<file path="config.mk">
export PLATFORM = sky130hd
export DESIGN_NAME = csd_chip_select_decoder
export DESIGN_NICKNAME = d
export VERILOG_FILES = /design/src/verilog/csd_pkg.sv /design/src/verilog/csd_chip_select_decoder.sv
export SDC_FILE = /design/constraint.sdc
export NUM_CORES = 1
export LEC_CHECK = 0
export ABC_AREA = 0
export BUFFER_PORTS_ARGS = -buffer_cell sky130_fd_sc_hd__buf_2
export CAP_MARGIN = 0
export CORE_ASPECT_RATIO = 0.5
export CORE_MARGIN = 2
export CORE_UTILIZATION = 45
export CTS_BUF_LIST = sky130_fd_sc_hd__clkbuf_16
export CTS_CLUSTER_SIZE = 25
export DETAILED_ROUTE_END_ITERATION = 16
export HOLD_SLACK_MARGIN = 0.08
export PLACE_DENSITY_LB_ADDON = 0.08
export SYNTH_ARGS = -nofsm -noshare
export SYNTH_HDL_FRONTEND = slang
export SYNTH_SLANG_ARGS = --single-unit
</file>
<file path="constraint.sdc">
create_clock -name clk_sys -period 15.75 [get_ports clk_sys]
set_input_delay 3.15 -clock clk_sys [delete_from_list [all_inputs] [get_ports clk_sys]]
set_output_delay 3.15 -clock clk_sys [all_outputs]
set_load 0.02 [all_outputs]
</file>
<file path="src/verilog/csd_pkg.sv">
`default_nettype none
package csd_pkg;

  // ****************************************
  // Sizes
  // ****************************************
  localparam int NUM_SEL = 12;
  localparam int NUM_DISC = 7;
  localparam int NUM_STRAP = 8;

  // ****************************************
  // Register byte offsets
  // ****************************************
  localparam logic [7:0] OFS_PIN_ASSIGN_0 = 8'h00;
  localparam logic [7:0] OFS_PIN_ASSIGN_1 = 8'h04;
  localparam logic [7:0] OFS_DISCRETE = 8'h08;
  localparam logic [7:0] OFS_BOOT_BASE = 8'h0c;
  localparam logic [7:0] OFS_BOOT_OPT = 8'h10;
  localparam logic [7:0] OFS_STATUS = 8'h14;
  localparam logic [7:0] OFS_SEL_BASE = 8'h40;
  localparam logic [7:0] OFS_SEL_OPT = 8'h80;

  // ****************************************
  // Field positions
  // ****************************************
  localparam int BASE_ADDR_LSB = 3;
  localparam int OPT_MODE_BIT = 15;
  localparam int OPT_BYTE_LSB = 13;
  localparam int OPT_RW_LSB = 11;
  localparam int OPT_STROBE_CHOICE_BIT_BIT = 10;
  localparam int OPT_SIZE_ACKNOWLEDGE_LSB = 6;
  localparam int OPT_SPACE_LSB = 4;
  localparam int OPT_IPL_LSB = 1;
  localparam int OPT_AUTOVECTOR_REQUEST_BIT = 0;
  localparam int FIELDS_IN_ASSIGN_0 = 8;

  // ****************************************
  // Reset values
  // ****************************************
  localparam logic [15:0] BOOT_BASE_RST = 16'h0006;
  localparam logic [15:0] SEL_BASE_RST = 16'h0000;
  localparam logic [15:0] BOOT_OPT_RST = 16'h7b70;
  localparam logic [15:0] SEL_OPT_RST = 16'h0000;
  localparam logic [6:0] DISC_RST = 7'h00;

  // ****************************************
  // Encodings
  // ****************************************
  localparam logic [1:0] PIN_DISCRETE = 2'h0;
  localparam logic [1:0] PIN_ALT = 2'h1;
  localparam logic [1:0] PIN_CS8 = 2'h2;
  localparam logic [1:0] PIN_CS16 = 2'h3;
  localparam logic [3:0] SIZE_ACKNOWLEDGE_FAST = 4'he;
  localparam logic [3:0] SIZE_ACKNOWLEDGE_EXT = 4'hf;
  localparam logic [1:0] SPACE_CPU = 2'h0;
  localparam logic [1:0] SPACE_USER = 2'h1;
  localparam logic [1:0] SPACE_SUPV = 2'h2;
  localparam logic [2:0] FC_CPU = 3'h7;
  localparam logic [3:0] IACK_TYPE = 4'hf;
  localparam logic [12:0] BLK_MASK [8] = '{13'h1fff, 13'h1ffc, 13'h1ff8, 13'h1fe0,
                                          13'h1fc0, 13'h1f80, 13'h1f00, 13'h1e00};

  // ****************************************
  // Timing
  // ****************************************
  localparam int CLK_PERIOD_NS = 20;
  localparam int SLOW_CLK_PERIOD_NS = 200;
  localparam int SLOW_HALF_CYC = SLOW_CLK_PERIOD_NS / (2 * CLK_PERIOD_NS);

  typedef enum logic [2:0] {
    ST_IDLE = 3'h1,
    ST_WAIT = 3'h2,
    ST_DONE = 3'h4
  } csd_ack_state_t;

endpackage
`default_nettype wire

</file>
<file path="src/verilog/csd_chip_select_decoder.sv">
// Overview of operation
// [RL1] Assert a select only when space, address, direction, size and level all match.
// [RL2] Select outputs are active low.
// [RL3] Accesses to on-chip resources never assert a select nor show externally.
// [RL4] Non-boot selects stay off until their byte-lane field is nonzero.
// [RL5] Software writes a base register before the matching option register.
// [RL6] Boot select works straight out of reset without software setup.
// [RL7] Pin assignment holds twelve 2-bit function fields.
// [RL8] Codes: 00 discrete, 01 alternate, 10 8-bit select, 11 16-bit select.
// [RL9] Software never writes discrete code to pins lacking discrete output.
// [RL10] Pins 3-9 drive discrete bits 0-6; pin 10 gives slow clock.
// [RL11] Discrete-output pin drives its data register bit.
// [RL12] Reset strap sets each non-boot pin to 16-bit select or alternate.
// [RL13] Strap bit 0 at reset picks boot port width: high 16, low 8.
// [RL14] Decoding stays active when pin is discrete or alternate.
// [RL15] Block-size field chooses compared address bits, 2K to 1M.
// [RL16] Only upper bits chosen by block size are compared; base is lowest.
// [RL17] Software aligns base to block size.
// [RL18] Selects match independently; blocks may overlap.
// [RL19] Boot base resets to zero with 512K block.
// [RL20] Assertion follows bus strobes or, optionally, the slow bus clock.
// [RL21] Acknowledge field: 0-13 waits, fast termination, or external.
// [RL22] Byte-lane codes off/lower/upper/both; boot lane field resets to both.
// [RL23] Async asserts with address or data strobe; sync follows slow clock.
`default_nettype none
module csd_chip_select_decoder
  import csd_pkg::*;
(
  // Clock and reset
  input wire logic clk_sys,
  input wire logic rst,
  // Wishbone slave
  input wire logic wb_cyc_i,
  input wire logic wb_stb_i,
  input wire logic wb_we_i,
  input wire logic [7:0] wb_adr_i,
  input wire logic [3:0] wb_sel_i,
  input wire logic [31:0] wb_dat_i,
  output logic [31:0] wb_dat_o,
  output logic wb_ack_o,
  // Bus access being decoded
  input wire logic [23:0] acc_addr,
  input wire logic [2:0] acc_fc,
  input wire logic acc_read,
  input wire logic [1:0] acc_siz,
  input wire logic acc_as,
  input wire logic acc_ds,
  input wire logic acc_internal,
  // Reset straps from data pins
  input wire logic [7:0] data_strap,
  // Pins and termination
  output logic [11:0] select_n,
  output logic [11:0] pin_level,
  output logic [11:0] pin_alt,
  output logic slow_bus_clock,
  output logic size_acknowledge,
  output logic autovector_request,
  output logic ext_bus_show
);

  // ****************************************
  // Decode helpers
  // ****************************************
  function automatic logic base_hit(input logic [7:0] adr, input int k);
    if (k == 0) begin
      return adr == OFS_BOOT_BASE;
    end
    return adr == OFS_SEL_BASE + 8'((k - 1) * 4);
  endfunction

  function automatic logic opt_hit(input logic [7:0] adr, input int k);
    if (k == 0) begin
      return adr == OFS_BOOT_OPT;
    end
    return adr == OFS_SEL_OPT + 8'((k - 1) * 4);
  endfunction

  function automatic logic [15:0] merge16(input logic [15:0] old, input logic [31:0] dat,
                                          input logic [3:0] sel);
    return {sel[1] ? dat[15:8] : old[15:8], sel[0] ? dat[7:0] : old[7:0]};
  endfunction

  // Strap pin feeding each pin field; fewer straps than pins
  function automatic int strap_of(input int k);
    if (k == 0) begin
      return 0;
    end
    if (k <= 3) begin
      return 1;
    end
    if (k <= 6) begin
      return 2;
    end
    return k - 4;
  endfunction

  function automatic logic space_ok(input logic [1:0] space, input logic [2:0] ack_level_field,
                                    input logic [2:0] fc, input logic [23:0] addr);
    logic user;
    logic supv;
    user = (fc == 3'h1) || (fc == 3'h2);
    supv = (fc == 3'h5) || (fc == 3'h6);
    unique case (space)
      SPACE_CPU: return (fc == FC_CPU) && ((ack_level_field == 3'h0) ||
                        ((addr[19:16] == IACK_TYPE) && (addr[3:1] == ack_level_field)));
      SPACE_USER: return user;
      SPACE_SUPV: return supv;
      default: return user || supv;
    endcase
  endfunction

  // ****************************************
  // Registers
  // ****************************************
  logic [15:0] base_reg [NUM_SEL];
  logic [15:0] opt_reg [NUM_SEL];
  logic [1:0] pin_func [NUM_SEL];
  logic [6:0] discrete_out_register;
  logic [7:0] strap_s1;
  logic [7:0] strap_s2;
  logic strap_taken;
  logic wr_en;
  logic [11:0] next_sel;
  logic [11:0] match;

  assign wr_en = wb_cyc_i & wb_stb_i & wb_we_i & ~wb_ack_o;

  // Straps run free through reset so they are settled at release
  always_ff @(posedge clk_sys) begin
    strap_s1 <= data_strap;
    strap_s2 <= strap_s1;
  end

  always_ff @(posedge clk_sys or posedge rst) begin
    if (rst) begin
      strap_taken <= 1'b0;
    end else begin
      strap_taken <= 1'b1;
    end
  end

  genvar g;
  generate
    for (g = 0; g < NUM_SEL; g++) begin : g_regs
      always_ff @(posedge clk_sys or posedge rst) begin
        if (rst) begin
          base_reg[g] <= (g == 0) ? BOOT_BASE_RST : SEL_BASE_RST; // RL19
          opt_reg[g] <= (g == 0) ? BOOT_OPT_RST : SEL_OPT_RST; // RL4 RL22
        end else if (wr_en) begin
          if (base_hit(wb_adr_i, g)) begin
            base_reg[g] <= merge16(base_reg[g], wb_dat_i, wb_sel_i);
          end
          if (opt_hit(wb_adr_i, g)) begin
            opt_reg[g] <= merge16(opt_reg[g], wb_dat_i, wb_sel_i);
          end
        end
      end

      always_ff @(posedge clk_sys or posedge rst) begin
        if (rst) begin
          pin_func[g] <= PIN_CS16;
        end else if (!strap_taken) begin
          if (g == 0) begin
            pin_func[g] <= strap_s2[0] ? PIN_CS16 : PIN_CS8; // RL13
          end else begin
            pin_func[g] <= strap_s2[strap_of(g)] ? PIN_CS16 : PIN_ALT; // RL12
          end
        end else if (wr_en) begin
          if (g < FIELDS_IN_ASSIGN_0 && wb_adr_i == OFS_PIN_ASSIGN_0 &&
              wb_sel_i[g / 4]) begin
            pin_func[g] <= wb_dat_i[2 * g +: 2]; // RL7
          end
          if (g >= FIELDS_IN_ASSIGN_0 && wb_adr_i == OFS_PIN_ASSIGN_1 && wb_sel_i[0]) begin
            pin_func[g] <= wb_dat_i[2 * (g - FIELDS_IN_ASSIGN_0) +: 2]; // RL7
          end
        end
      end
    end
  endgenerate

  always_ff @(posedge clk_sys or posedge rst) begin
    if (rst) begin
      discrete_out_register <= DISC_RST;
    end else if (wr_en && wb_adr_i == OFS_DISCRETE && wb_sel_i[0]) begin
      discrete_out_register <= wb_dat_i[6:0];
    end
  end

  // ****************************************
  // Wishbone read and acknowledge
  // ****************************************
  logic [31:0] next_rdata;

  always_comb begin
    next_rdata = 32'h0;
    if (wb_adr_i == OFS_PIN_ASSIGN_0) begin
      for (int k = 0; k < FIELDS_IN_ASSIGN_0; k++) begin
        next_rdata[2 * k +: 2] = pin_func[k];
      end
    end else if (wb_adr_i == OFS_PIN_ASSIGN_1) begin
      for (int k = FIELDS_IN_ASSIGN_0; k < NUM_SEL; k++) begin
        next_rdata[2 * (k - FIELDS_IN_ASSIGN_0) +: 2] = pin_func[k];
      end
    end else if (wb_adr_i == OFS_DISCRETE) begin
      next_rdata[6:0] = discrete_out_register;
    end else if (wb_adr_i == OFS_STATUS) begin
      next_rdata[11:0] = ~select_n;
    end else begin
      for (int k = 0; k < NUM_SEL; k++) begin
        if (base_hit(wb_adr_i, k)) begin
          next_rdata[15:0] = base_reg[k];
        end
        if (opt_hit(wb_adr_i, k)) begin
          next_rdata[15:0] = opt_reg[k];
        end
      end
    end
  end

  always_ff @(posedge clk_sys or posedge rst) begin
    if (rst) begin
      wb_ack_o <= 1'b0;
      wb_dat_o <= 32'h0;
    end else begin
      wb_ack_o <= wb_cyc_i & wb_stb_i & ~wb_ack_o;
      wb_dat_o <= next_rdata;
    end
  end

  // ****************************************
  // Slow bus clock
  // ****************************************
  logic [3:0] slow_cnt;

  always_ff @(posedge clk_sys or posedge rst) begin
    if (rst) begin
      slow_cnt <= 4'h0;
      slow_bus_clock <= 1'b0;
    end else if (slow_cnt == 4'(SLOW_HALF_CYC - 1)) begin
      slow_cnt <= 4'h0;
      slow_bus_clock <= ~slow_bus_clock;
    end else begin
      slow_cnt <= slow_cnt + 4'h1;
    end
  end

  // ****************************************
  // Address and control match
  // ****************************************
  // Lanes used on a 16-bit port: even address takes the upper byte
  logic lane_upper;
  logic lane_lower;
  assign lane_upper = ~acc_addr[0];
  assign lane_lower = acc_addr[0] | (acc_siz != 2'h1);

  generate
    for (g = 0; g < NUM_SEL; g++) begin : g_match
      logic [1:0] lanes;
      logic [1:0] rw;
      logic addr_ok;
      logic byte_ok;
      logic gate;
      assign lanes = opt_reg[g][OPT_BYTE_LSB +: 2];
      assign rw = opt_reg[g][OPT_RW_LSB +: 2];
      // Mask from block size, so unaligned base bits are simply ignored
      assign addr_ok = ((acc_addr[23:11] ^ base_reg[g][15:BASE_ADDR_LSB]) &
                        BLK_MASK[base_reg[g][2:0]]) == 13'h0; // RL15 RL16
      assign byte_ok = (pin_func[g] == PIN_CS16) ?
                       |(lanes & {lane_upper, lane_lower}) : (lanes != 2'h0); // RL4 RL22
      // Each select decodes alone, whatever its pin does
      assign match[g] = ~acc_internal & addr_ok & byte_ok &
                        (acc_read ? rw[0] : rw[1]) &
                        space_ok(opt_reg[g][OPT_SPACE_LSB +: 2],
                                 opt_reg[g][OPT_IPL_LSB +: 3], acc_fc, acc_addr); // RL1 RL3 RL14 RL18
      assign gate = opt_reg[g][OPT_MODE_BIT] ? (acc_as & slow_bus_clock) :
                    (opt_reg[g][OPT_STROBE_CHOICE_BIT_BIT] ? acc_ds : acc_as); // RL20 RL23
      assign next_sel[g] = match[g] & gate;
    end
  endgenerate

  // ****************************************
  // Pins
  // ****************************************
  always_ff @(posedge clk_sys or posedge rst) begin
    if (rst) begin
      select_n <= 12'hfff;
      ext_bus_show <= 1'b0;
      autovector_request <= 1'b0;
    end else begin
      select_n <= ~next_sel; // RL2 RL6
      ext_bus_show <= ~acc_internal; // RL3
      autovector_request <= 1'b0;
      for (int k = 0; k < NUM_SEL; k++) begin
        if (match[k] && acc_as && opt_reg[k][OPT_AUTOVECTOR_REQUEST_BIT] && acc_fc == FC_CPU) begin
          autovector_request <= 1'b1; // RL14
        end
      end
    end
  end

  always_ff @(posedge clk_sys or posedge rst) begin
    if (rst) begin
      pin_level <= 12'hfff;
      pin_alt <= 12'h000;
    end else begin
      for (int k = 0; k < NUM_SEL; k++) begin
        pin_alt[k] <= pin_func[k] == PIN_ALT; // RL8
        unique case (pin_func[k])
          PIN_CS8, PIN_CS16: pin_level[k] <= ~next_sel[k]; // RL8
          PIN_DISCRETE: begin
            // Pins without a discrete output just idle high
            if (k >= 4 && k <= 10) begin
              pin_level[k] <= discrete_out_register[k - 4]; // RL10 RL11
            end else if (k == 11) begin
              pin_level[k] <= slow_bus_clock; // RL10
            end else begin
              pin_level[k] <= 1'b1; // RL9
            end
          end
          default: pin_level[k] <= 1'b1;
        endcase
      end
    end
  end

  // ****************************************
  // Internal size acknowledge
  // ****************************************
  csd_ack_state_t ack_state;
  logic [3:0] wait_cnt;
  logic as_q;
  logic start;
  logic ack_hit;
  logic [3:0] ack_code;

  // Lowest-numbered matching async select not using external acknowledge sets the wait count
  always_comb begin
    ack_hit = 1'b0;
    ack_code = SIZE_ACKNOWLEDGE_EXT;
    for (int k = NUM_SEL - 1; k >= 0; k--) begin
      if (match[k] && !opt_reg[k][OPT_MODE_BIT] &&
          opt_reg[k][OPT_SIZE_ACKNOWLEDGE_LSB +: 4] != SIZE_ACKNOWLEDGE_EXT) begin
        ack_hit = 1'b1;
        ack_code = opt_reg[k][OPT_SIZE_ACKNOWLEDGE_LSB +: 4];
      end
    end
  end

  assign start = acc_as & ~as_q & ack_hit & (ack_state == ST_IDLE);

  always_ff @(posedge clk_sys or posedge rst) begin
    if (rst) begin
      as_q <= 1'b0;
      ack_state <= ST_IDLE;
      wait_cnt <= 4'h0;
      size_acknowledge <= 1'b0;
    end else begin
      as_q <= acc_as;
      size_acknowledge <= 1'b0;
      unique case (ack_state)
        ST_IDLE: begin
          if (start) begin
            ack_state <= ST_WAIT;
            wait_cnt <= (ack_code == SIZE_ACKNOWLEDGE_FAST) ? 4'h0 : ack_code + 4'h1; // RL21
          end
        end
        ST_WAIT: begin
          if (wait_cnt == 4'h0) begin
            size_acknowledge <= 1'b1; // RL21
            ack_state <= ST_DONE;
          end else begin
            wait_cnt <= wait_cnt - 4'h1;
          end
        end
        ST_DONE: begin
          if (!acc_as) begin
            ack_state <= ST_IDLE;
          end
        end
        default: ack_state <= ST_IDLE;
      endcase
    end
  end

  // ****************************************
  // Checks
  // ****************************************
  a_internal_no_sel: assert property (@(posedge clk_sys) disable iff (rst) // RL3
    acc_internal |=> (select_n == 12'hfff) && !ext_bus_show)
    else $error("select asserted on internal access");
  a_sel_needs_match: assert property (@(posedge clk_sys) disable iff (rst) // RL1
    !select_n[1] |-> $past(match[1]) && $past(acc_as))
    else $error("select 0 asserted without match");
  a_lane_off_quiet: assert property (@(posedge clk_sys) disable iff (rst) // RL4
    (opt_reg[2][OPT_BYTE_LSB +: 2] == 2'h0) |=> select_n[2])
    else $error("select 1 asserted with lanes disabled");
  a_boot_reset_vals: assert property (@(posedge clk_sys) disable iff (rst) // RL19
    !strap_taken |-> base_reg[0] == BOOT_BASE_RST && opt_reg[0] == BOOT_OPT_RST)
    else $error("boot registers not at reset values");
  a_boot_width: assert property (@(posedge clk_sys) disable iff (rst) // RL13
    !strap_taken |=> pin_func[0] == ($past(strap_s2[0]) ? PIN_CS16 : PIN_CS8))
    else $error("boot width not from strap");
  a_strap_codes: assert property (@(posedge clk_sys) disable iff (rst) // RL12
    !strap_taken |=> pin_func[5] == ($past(strap_s2[2]) ? PIN_CS16 : PIN_ALT))
    else $error("strapped pin function wrong");
  a_discrete_drive: assert property (@(posedge clk_sys) disable iff (rst) // RL11
    pin_func[4] == PIN_DISCRETE |=> pin_level[4] == $past(discrete_out_register[0]))
    else $error("discrete pin not driving data bit");
  a_slow_clk_pin: assert property (@(posedge clk_sys) disable iff (rst) // RL10
    pin_func[11] == PIN_DISCRETE |=> pin_level[11] == $past(slow_bus_clock))
    else $error("pin 10 not giving slow clock");
  a_ack_zero_wait: assert property (@(posedge clk_sys) disable iff (rst) // RL21
    start && ack_code == 4'h0 |-> !size_acknowledge [*3] ##1 size_acknowledge)
    else $error("zero-wait acknowledge mistimed");
  a_ack_fast: assert property (@(posedge clk_sys) disable iff (rst) // RL21
    start && ack_code == SIZE_ACKNOWLEDGE_FAST |-> ##2 size_acknowledge ##1 !size_acknowledge)
    else $error("fast termination mistimed");
  c_boot_select: cover property (@(posedge clk_sys) disable iff (rst) !select_n[0]);
  c_ack_waits: cover property (@(posedge clk_sys) disable iff (rst)
    start && ack_code == 4'h3 ##6 size_acknowledge);
  c_autovector: cover property (@(posedge clk_sys) disable iff (rst) autovector_request);
  c_overlap: cover property (@(posedge clk_sys) disable iff (rst) !select_n[0] && !select_n[1]);

endmodule // csd_chip_select_decoder
`default_nettype wire

</file>
=== Word level (Yosys, flattened, before mapping) ===
Memory sizes are Yosys's and may differ from the RTL's.
Cells that the tools add are included.

* Word-level logic and storage cells: 862
* Register bits after elaboration: 501
* Bits in read-only memories: 1248
* Input port bits: 90
* Output and inout bits: 73
* Bits in latches: 0
* Memory bits (writable): 0
* Memories kept: 12

* Div/mod/pow operators: 0
* Multiplexer cells: 237
* Magnitude comparators: 12
* Bitwise gates (word level): 136
* Eq/ne operators: 133
* $mul: 0
* Add/sub/neg operators: 3
* Reduce and logical (&&, ||, !) cells: 252
* Shift-type cells: 0

{| class="wikitable"
|+ Memory list
! name !! depth !! bits a word !! read ports !! clocked after memory_dff !! write ports !! RTL line !! source
|-
| (no name shown) || 8 || 13 || 1 || 0 || 0 || csd_chip_select_decoder.sv:267 || <nowiki>BLK_MASK[base_reg[g][2:0]]) == 13'h0;</nowiki>
|-
| (no name shown) || 8 || 13 || 1 || 0 || 0 || csd_chip_select_decoder.sv:267 ||
|-
| (no name shown) || 8 || 13 || 1 || 0 || 0 || csd_chip_select_decoder.sv:267 ||
|-
| (no name shown) || 8 || 13 || 1 || 0 || 0 || csd_chip_select_decoder.sv:267 ||
|-
| (no name shown) || 8 || 13 || 1 || 0 || 0 || csd_chip_select_decoder.sv:267 ||
|-
| (no name shown) || 8 || 13 || 1 || 0 || 0 || csd_chip_select_decoder.sv:267 ||
|-
| +6 memories || - || - || - || - || - || - ||
|}

{| class="wikitable"
|+ Operators by type and width
! operator !! number
|-
| $mux 16 || 25
|-
| $mux 13 || 24
|-
| $and 13x13->13 || 12
|-
| $logic_not 13->1 || 12
|-
| $xor 13x13->13 || 12
|-
| $reduce_and 3->1 || 50
|-
| $mux 1 || 98
|-
| $eq 8x7->1 const B || 12
|-
| $logic_and 1x1->1 || 89
|-
| $eq 8x8->1 const B || 11
|-
| $mux 2 || 43
|-
| $eq 2x2->1 const B || 36
|-
| $and 1x1->1 || 68
|-
| $mux 4 || 17
|-
| $eq 2x1->1 const B || 24
|-
| $ge 4x4->1 const B || 12
|-
| $ne 4x4->1 const B || 12
|-
| $not 3->4 || 12
|-
| $reduce_or 2->1 || 24
|-
| $logic_not 2->1 || 20
|-
| $eq 3x3->1 || 12
|-
| $logic_not 3->1 || 12
|-
| $pmux 1 s3 || 12
|-
| $reduce_bool 2->1 || 13
|-
| 30 further kinds || 111
|}

=== Logic depth before layout (Yosys ltp) ===
* Word-level depth: 38
* Mapped depth: 14
* Depth with buffers taken out: 11

=== Least setup slack after synthesis ===
No wires, ideal clock.

* Path type: input-to-reg
* Start: input port acc_addr[19]
* End: register wait_cnt[3]
* Arrival: 5.792 ns
* Buffers on the path: 2
* Slack: 9.834 ns
* Stages on the path: 13
* Required time: 15.626 ns
* Library setup time: 0.124 ns
* Cell sequence: buf_6 -> buf_6 -> xor2_1 -> a2111o_1 -> nor4_2 -> and4b_1 -> and2_4 -> nor2_1 -> a2bb2o_4 -> mux2_2 -> o31ai_4 -> nor2_1 -> a211o_1

* Word-level cells in the longest chain between the ends: 25
* Elaborated cells between the ends (all ways): 190
* Those cells by class: 1 x add/sub; 3 x eq/ne; 39 x mux; 74 x bitwise; 73 x reduce/logical

{| class="wikitable"
|+ RTL lines
! item !! RTL line !! source
|-
| from (decl) || csd_chip_select_decoder.sv:42 || <nowiki>input wire logic [23:0] acc_addr,</nowiki>
|-
| $xor 13x13->13 || csd_chip_select_decoder.sv:266 || <nowiki>assign addr_ok = ((acc_addr[23:11] ^ base_reg[g][15:BASE_ADDR_LSB]) &</nowiki>
|-
| $and 13x13->13 || csd_chip_select_decoder.sv:266 ||
|-
| $logic_not 13->1 || csd_chip_select_decoder.sv:266 ||
|-
| $and 1x1->1 (3 in a row) || csd_chip_select_decoder.sv:271 || <nowiki>assign match[g] = ~acc_internal & addr_ok & byte_ok &</nowiki>
|-
| $and 1x1->1 || csd_chip_select_decoder.sv:272 || <nowiki>(acc_read ? rw[0] : rw[1]) &</nowiki>
|-
| $logic_and 1x1->1 (2 in a row) || csd_chip_select_decoder.sv:341 || <nowiki>if (match[k] && !opt_reg[k][OPT_MODE_BIT] &&</nowiki>
|-
| $mux 4 / $mux 1 (equally long branches) (12 in a row) || csd_chip_select_decoder.sv:341 ||
|-
| $add 4x1->4 (tied with other cells) || csd_chip_select_decoder.sv:364 || <nowiki>wait_cnt <= (ack_code == SIZE_ACKNOWLEDGE_FAST) ? 4'h0 : ack_code + 4'h1;</nowiki>
|-
| $mux 4 / $and 1x1->1 (equally long branches) || csd_chip_select_decoder.sv:364, csd_chip_select_decoder.sv:349 ||
|-
| $mux 4 / $ne 2x2->1 (equally long branches) || - ||
|-
| $pmux 4 s2 / $reduce_and 3->1 (equally long branches) || - ||
|-
| to (signal assigned) || csd_chip_select_decoder.sv:364 ||
|-
| to (signal assigned) || csd_chip_select_decoder.sv:372 || <nowiki>wait_cnt <= wait_cnt - 4'h1;</nowiki>
|-
| to (decl) || csd_chip_select_decoder.sv:330 || <nowiki>logic [3:0] wait_cnt;</nowiki>
|}

Several ways; a longest one is shown, not always the timed one. The select of a mux whose other input is x is not followed.
A chain may end at the register's enable or synchronous reset.

=== Worst setup path after layout ===
* Start: input port acc_addr[17]
* End: register wait_cnt[3]

The elaborated chain is that of the path after synthesis.

==> flow_metrics.py <==
metrics = {
    "sta": {
        "tightest_slew_ns": 1.28,
        "post-route-min-period_ns": 7.53,
        "setup_ws_ns": 8.22,
        "rsz0062_at_grt": "no",
        "hold_viol_final": 0,
        "fin_setup_tns_ns": 0,
        "setup_viol": 0,
        "hold_ws_ns": 0.319,
        "clock.fmax_ghz": 0.133,
        "slew_viol_final": 0,
        "slew-limit-headroom": 0.147,
        "finalCritPeriodShare": 0.478,
        "fin_skew_ns": 0.0351,
    },
    "clock_network": {
        "post_cts_buffers": 0,
        "cts_sinks": 501,
        "ctsResizeCount": 0,
        "root_buffer": "clkbuf_16",
        "clk_pin_slew_worst_paths_ns": 0.07,
        "h-tree-depth": 2,
        "postCtsHoldBufs": 0,
        "clk_latency_ns": 0.63,
        "cts_tree": "yes",
        "cts_inserted_buffers": 48,
        "clockBufferDepth": 3,
    },
    "yosys": {
        "ys_seq_elements": 501,
        "syn_area_per_cell_sq_um": 10.9,
        "netlist_area_sq_mm": 0.0269,
        "ys_async_sr_fraction": 0.968,
        "netlist_instances": 2472,
        "seq_area_frac_synth": 0.465,
        "ys_types": 102,
        "yosysWarningCount": 0,
        "synth-edff-count": 0,
        "yosys.area.top_type": "dfrtp_1",
        "synth_area_leaders": "dfrtp_1 39%, mux2_2 17%, dfstp_2 5.9%, xnor2_1 3.2%, xor2_1 3.0%",
        "synth_flop_cell": "dfrtp_1",
        "synth_top_area_frac": 0.395,
    },
    "detailed_routing": {
        "vias": 22700,
        "vias_per_cell": 6.67,
        "dr.pass1.iters": 6,
        "drt_iter0_markers": 2968,
        "wl_microns": 118000,
        "post-route-drc-count": 0,
        "ant_nets": 0,
        "avgRoutedWirePerCell_microns": 34.5,
    },
    "floorplan": {
        "die_y_microns": 177,
        "start_util": 0.455,
        "core_sq_mm": 0.0592,
        "die_area_sq_mm": 0.0620,
        "die_w_microns": 350,
        "placementRows": 63,
        "io_pins": 163,
    },
    "worst_setup_path": {
        "required_ns": 16.32,
        "crit_type": "in -> reg",
        "path_max_fanout": 14,
        "start_kind": "input pin",
        "cp.arrival_ns": 8.10,
        "r2r_setup_slack_ns": 11.14,
        "end_kind": "register",
    },
    "power_and_ir_drop": {
        "power.density_mw_per_mm2": 94.0,
        "pwr-share-clk": 0.453,
        "seqPwrFrac": 0.471,
        "p_total_mw": 2.82,
        "swShare": 0.268,
        "ir_drop_mv": 0.0955,
        "net-switching-power_mw": 0.756,
        "comb_power_share": 0.076,
        "p_leak_nw": 13.7,
        "p_int_mw": 2.07,
    },
    "finish": {
        "fillerInstances": 5459,
        "drive_gt1_frac": 0.289,
        "final_nets": 2650,
        "largest_register_ffs": 192,
        "areaGrowthSynthToFinish_pct": 11.4,
    },
    "status": {
        "status": "complete, no violations",
    },
    "place": {
        "globalplace.congestion": 1.02,
        "post-place-ws_ns": 7.87,
        "post-dp-hpwl_microns": 88300,
        "port_buffers": 121,
    },
    "global_routing": {
        "grt_pass1_vias": 21500,
        "gr-total-overflow": 0,
        "grt_max_degree": 163,
        "grt_pass1_wl_microns": 165000,
        "gr-usage-all-layers": 0.379,
        "grt_antenna_before_repair": 4,
    },
    "job": {
        "cap_viol_max_count": 0,
    },
    "min_path": {
        "min_path_type": "reg -> reg",
    },
}
==> synthesized netlist by cell type, drive strengths merged (14+ instances only) <==
cell type / n
dfxtp: 16
a221oi: 43
nand3: 48
a41oi: 14
mux2: 402
a211oi: 25
clkbuf: 100
inv: 43
xnor2: 99
o22ai: 27
buf: 48
dfstp: 60
nand2: 209
nor4: 32
nand4: 31
a31oi: 30
mux2i: 20
dfrtp: 425
a22oi: 57
xor2: 93
a21oi: 92
nor2: 132
a22o: 21
nor3: 34
o21ai: 89
nor2b: 28
==> final cells by class <==
cell class	count	area, sq um	share of cell area
multi-input combinational	1795	13600	0.455
sequential	501	12500	0.418
clock buffer	51	1280	0.0425
tap	812	1020	0.0338
timing repair buffer	168	971	0.0323
clock inverter	39	408	0.0136
inverter	43	165	0.00550
antenna	1	2.50	0.0000834
==> routing by layer <==
layer | GRT usage | vias up | part of all wire | routed length, microns
met5 | 0 | - | 0.000094 | 11
met3 | 0.130 | 199 | 0.13 | 14700
met2 | 0.524 | 1280 | 0.40 | 46900
met1 | 0.559 | 11900 | 0.45 | 52400
met4 | 0.0982 | 2 | 0.031 | 3640
li1 | - | 9366 | - | -
==> cells in the final DEF, fill, tap and decap left out, types with 13 or more instances in the layout <==
master	instances
a22o_1	21
nor2_1	127
nand2_1	207
a22oi_1	57
nand3_1	48
conb_1	17
a31oi_1	30
mux2i_1	20
a221oi_1	43
a41oi_1	14
xnor2_1	99
dfrtp_1	425
xor2_1	92
nand4_1	29
nor4_1	27
nor2b_1	28
a222oi_1	13
dfstp_2	60
inv_1	47
clkbuf_16	51
a211oi_1	25
mux2_2	402
dfxtp_1	16
buf_2	121
a21oi_1	92
o22ai_1	27
buf_4	46
o21ai_0	85
nor3_1	31
==> kinds of logic (layout without fill, tap and decap cells) <==
| kind of cell | Yosys count | in the layout | synth area share |
|---|---|---|---|
| simple gates | 605 | 605 | 0.113 |
| compound gates | 556 | 556 | 0.150 |
| flops | 501 | 501 | 0.465 |
| mux | 422 | 422 | 0.175 |
| xor+xnor | 192 | 192 | 0.0627 |
| buf+inv | 191 | 301 | 0.0319 |
| fa+ha+maj | 3 | 3 | 0.00139 |
| other cells | 2 | 18 | 0.000279 |
==> power groups by stage <==
stage               Clock (mW)  Sequential [mW]  Combinational [mW]
finish                    1.28             1.33               0.216
global route              1.34             1.33               0.227
CTS                       1.29             1.33               0.210
detailed placement           0             1.35               0.209
global placement             0             1.35               0.208
floorplan                    0             1.35               0.120
==> critical path: stages <==
cell	delay, ns
buf_2	0.51
and4_1	0.75
nand4_1	0.15
a21oi_1	0.39
o21ai_0	0.20
nor4_2	0.50
nor3_1	0.09
o31ai_1	0.92
a21boi_1	0.74
nand2_1	0.19
nor4b_1	0.32
a211o_1	0.15
==> metrics by stage <==
step / utilization / area [sq um] / std cells
2_1_floorplan: - / 27000 / 2487
3_3_place_gp: 0.479 / 28300 / 3319
3_5_place_dp: 0.479 / 28300 / 3319
4_1_cts: 0.507 / 30000 / 3409
5_1_grt: 0.507 / 30000 / 3409
6_report: 0.507 / 30000 / 3410
==> final timing paths <==
kind,cells past startpoint,to,startpoint
min in group asynchronous,2,strap_taken$_DFF_PP0_,rst
worst max register to register,11,wait_cnt[3]$_DFFE_PP0P_,base_reg[30]$_DFFE_PP0P_
worst min register to register,0,strap_s2[2]$_DFF_P_,strap_s1[2]$_DFF_P_
worst min-delay path,0,strap_s2[2]$_DFF_P_,strap_s1[2]$_DFF_P_
worst max-delay path,12,wait_cnt[3]$_DFFE_PP0P_,acc_addr[17]
max in group asynchronous,5,opt_reg[179]$_DFFE_PP0P_,rst
Power figures use the tool's default switching activity.
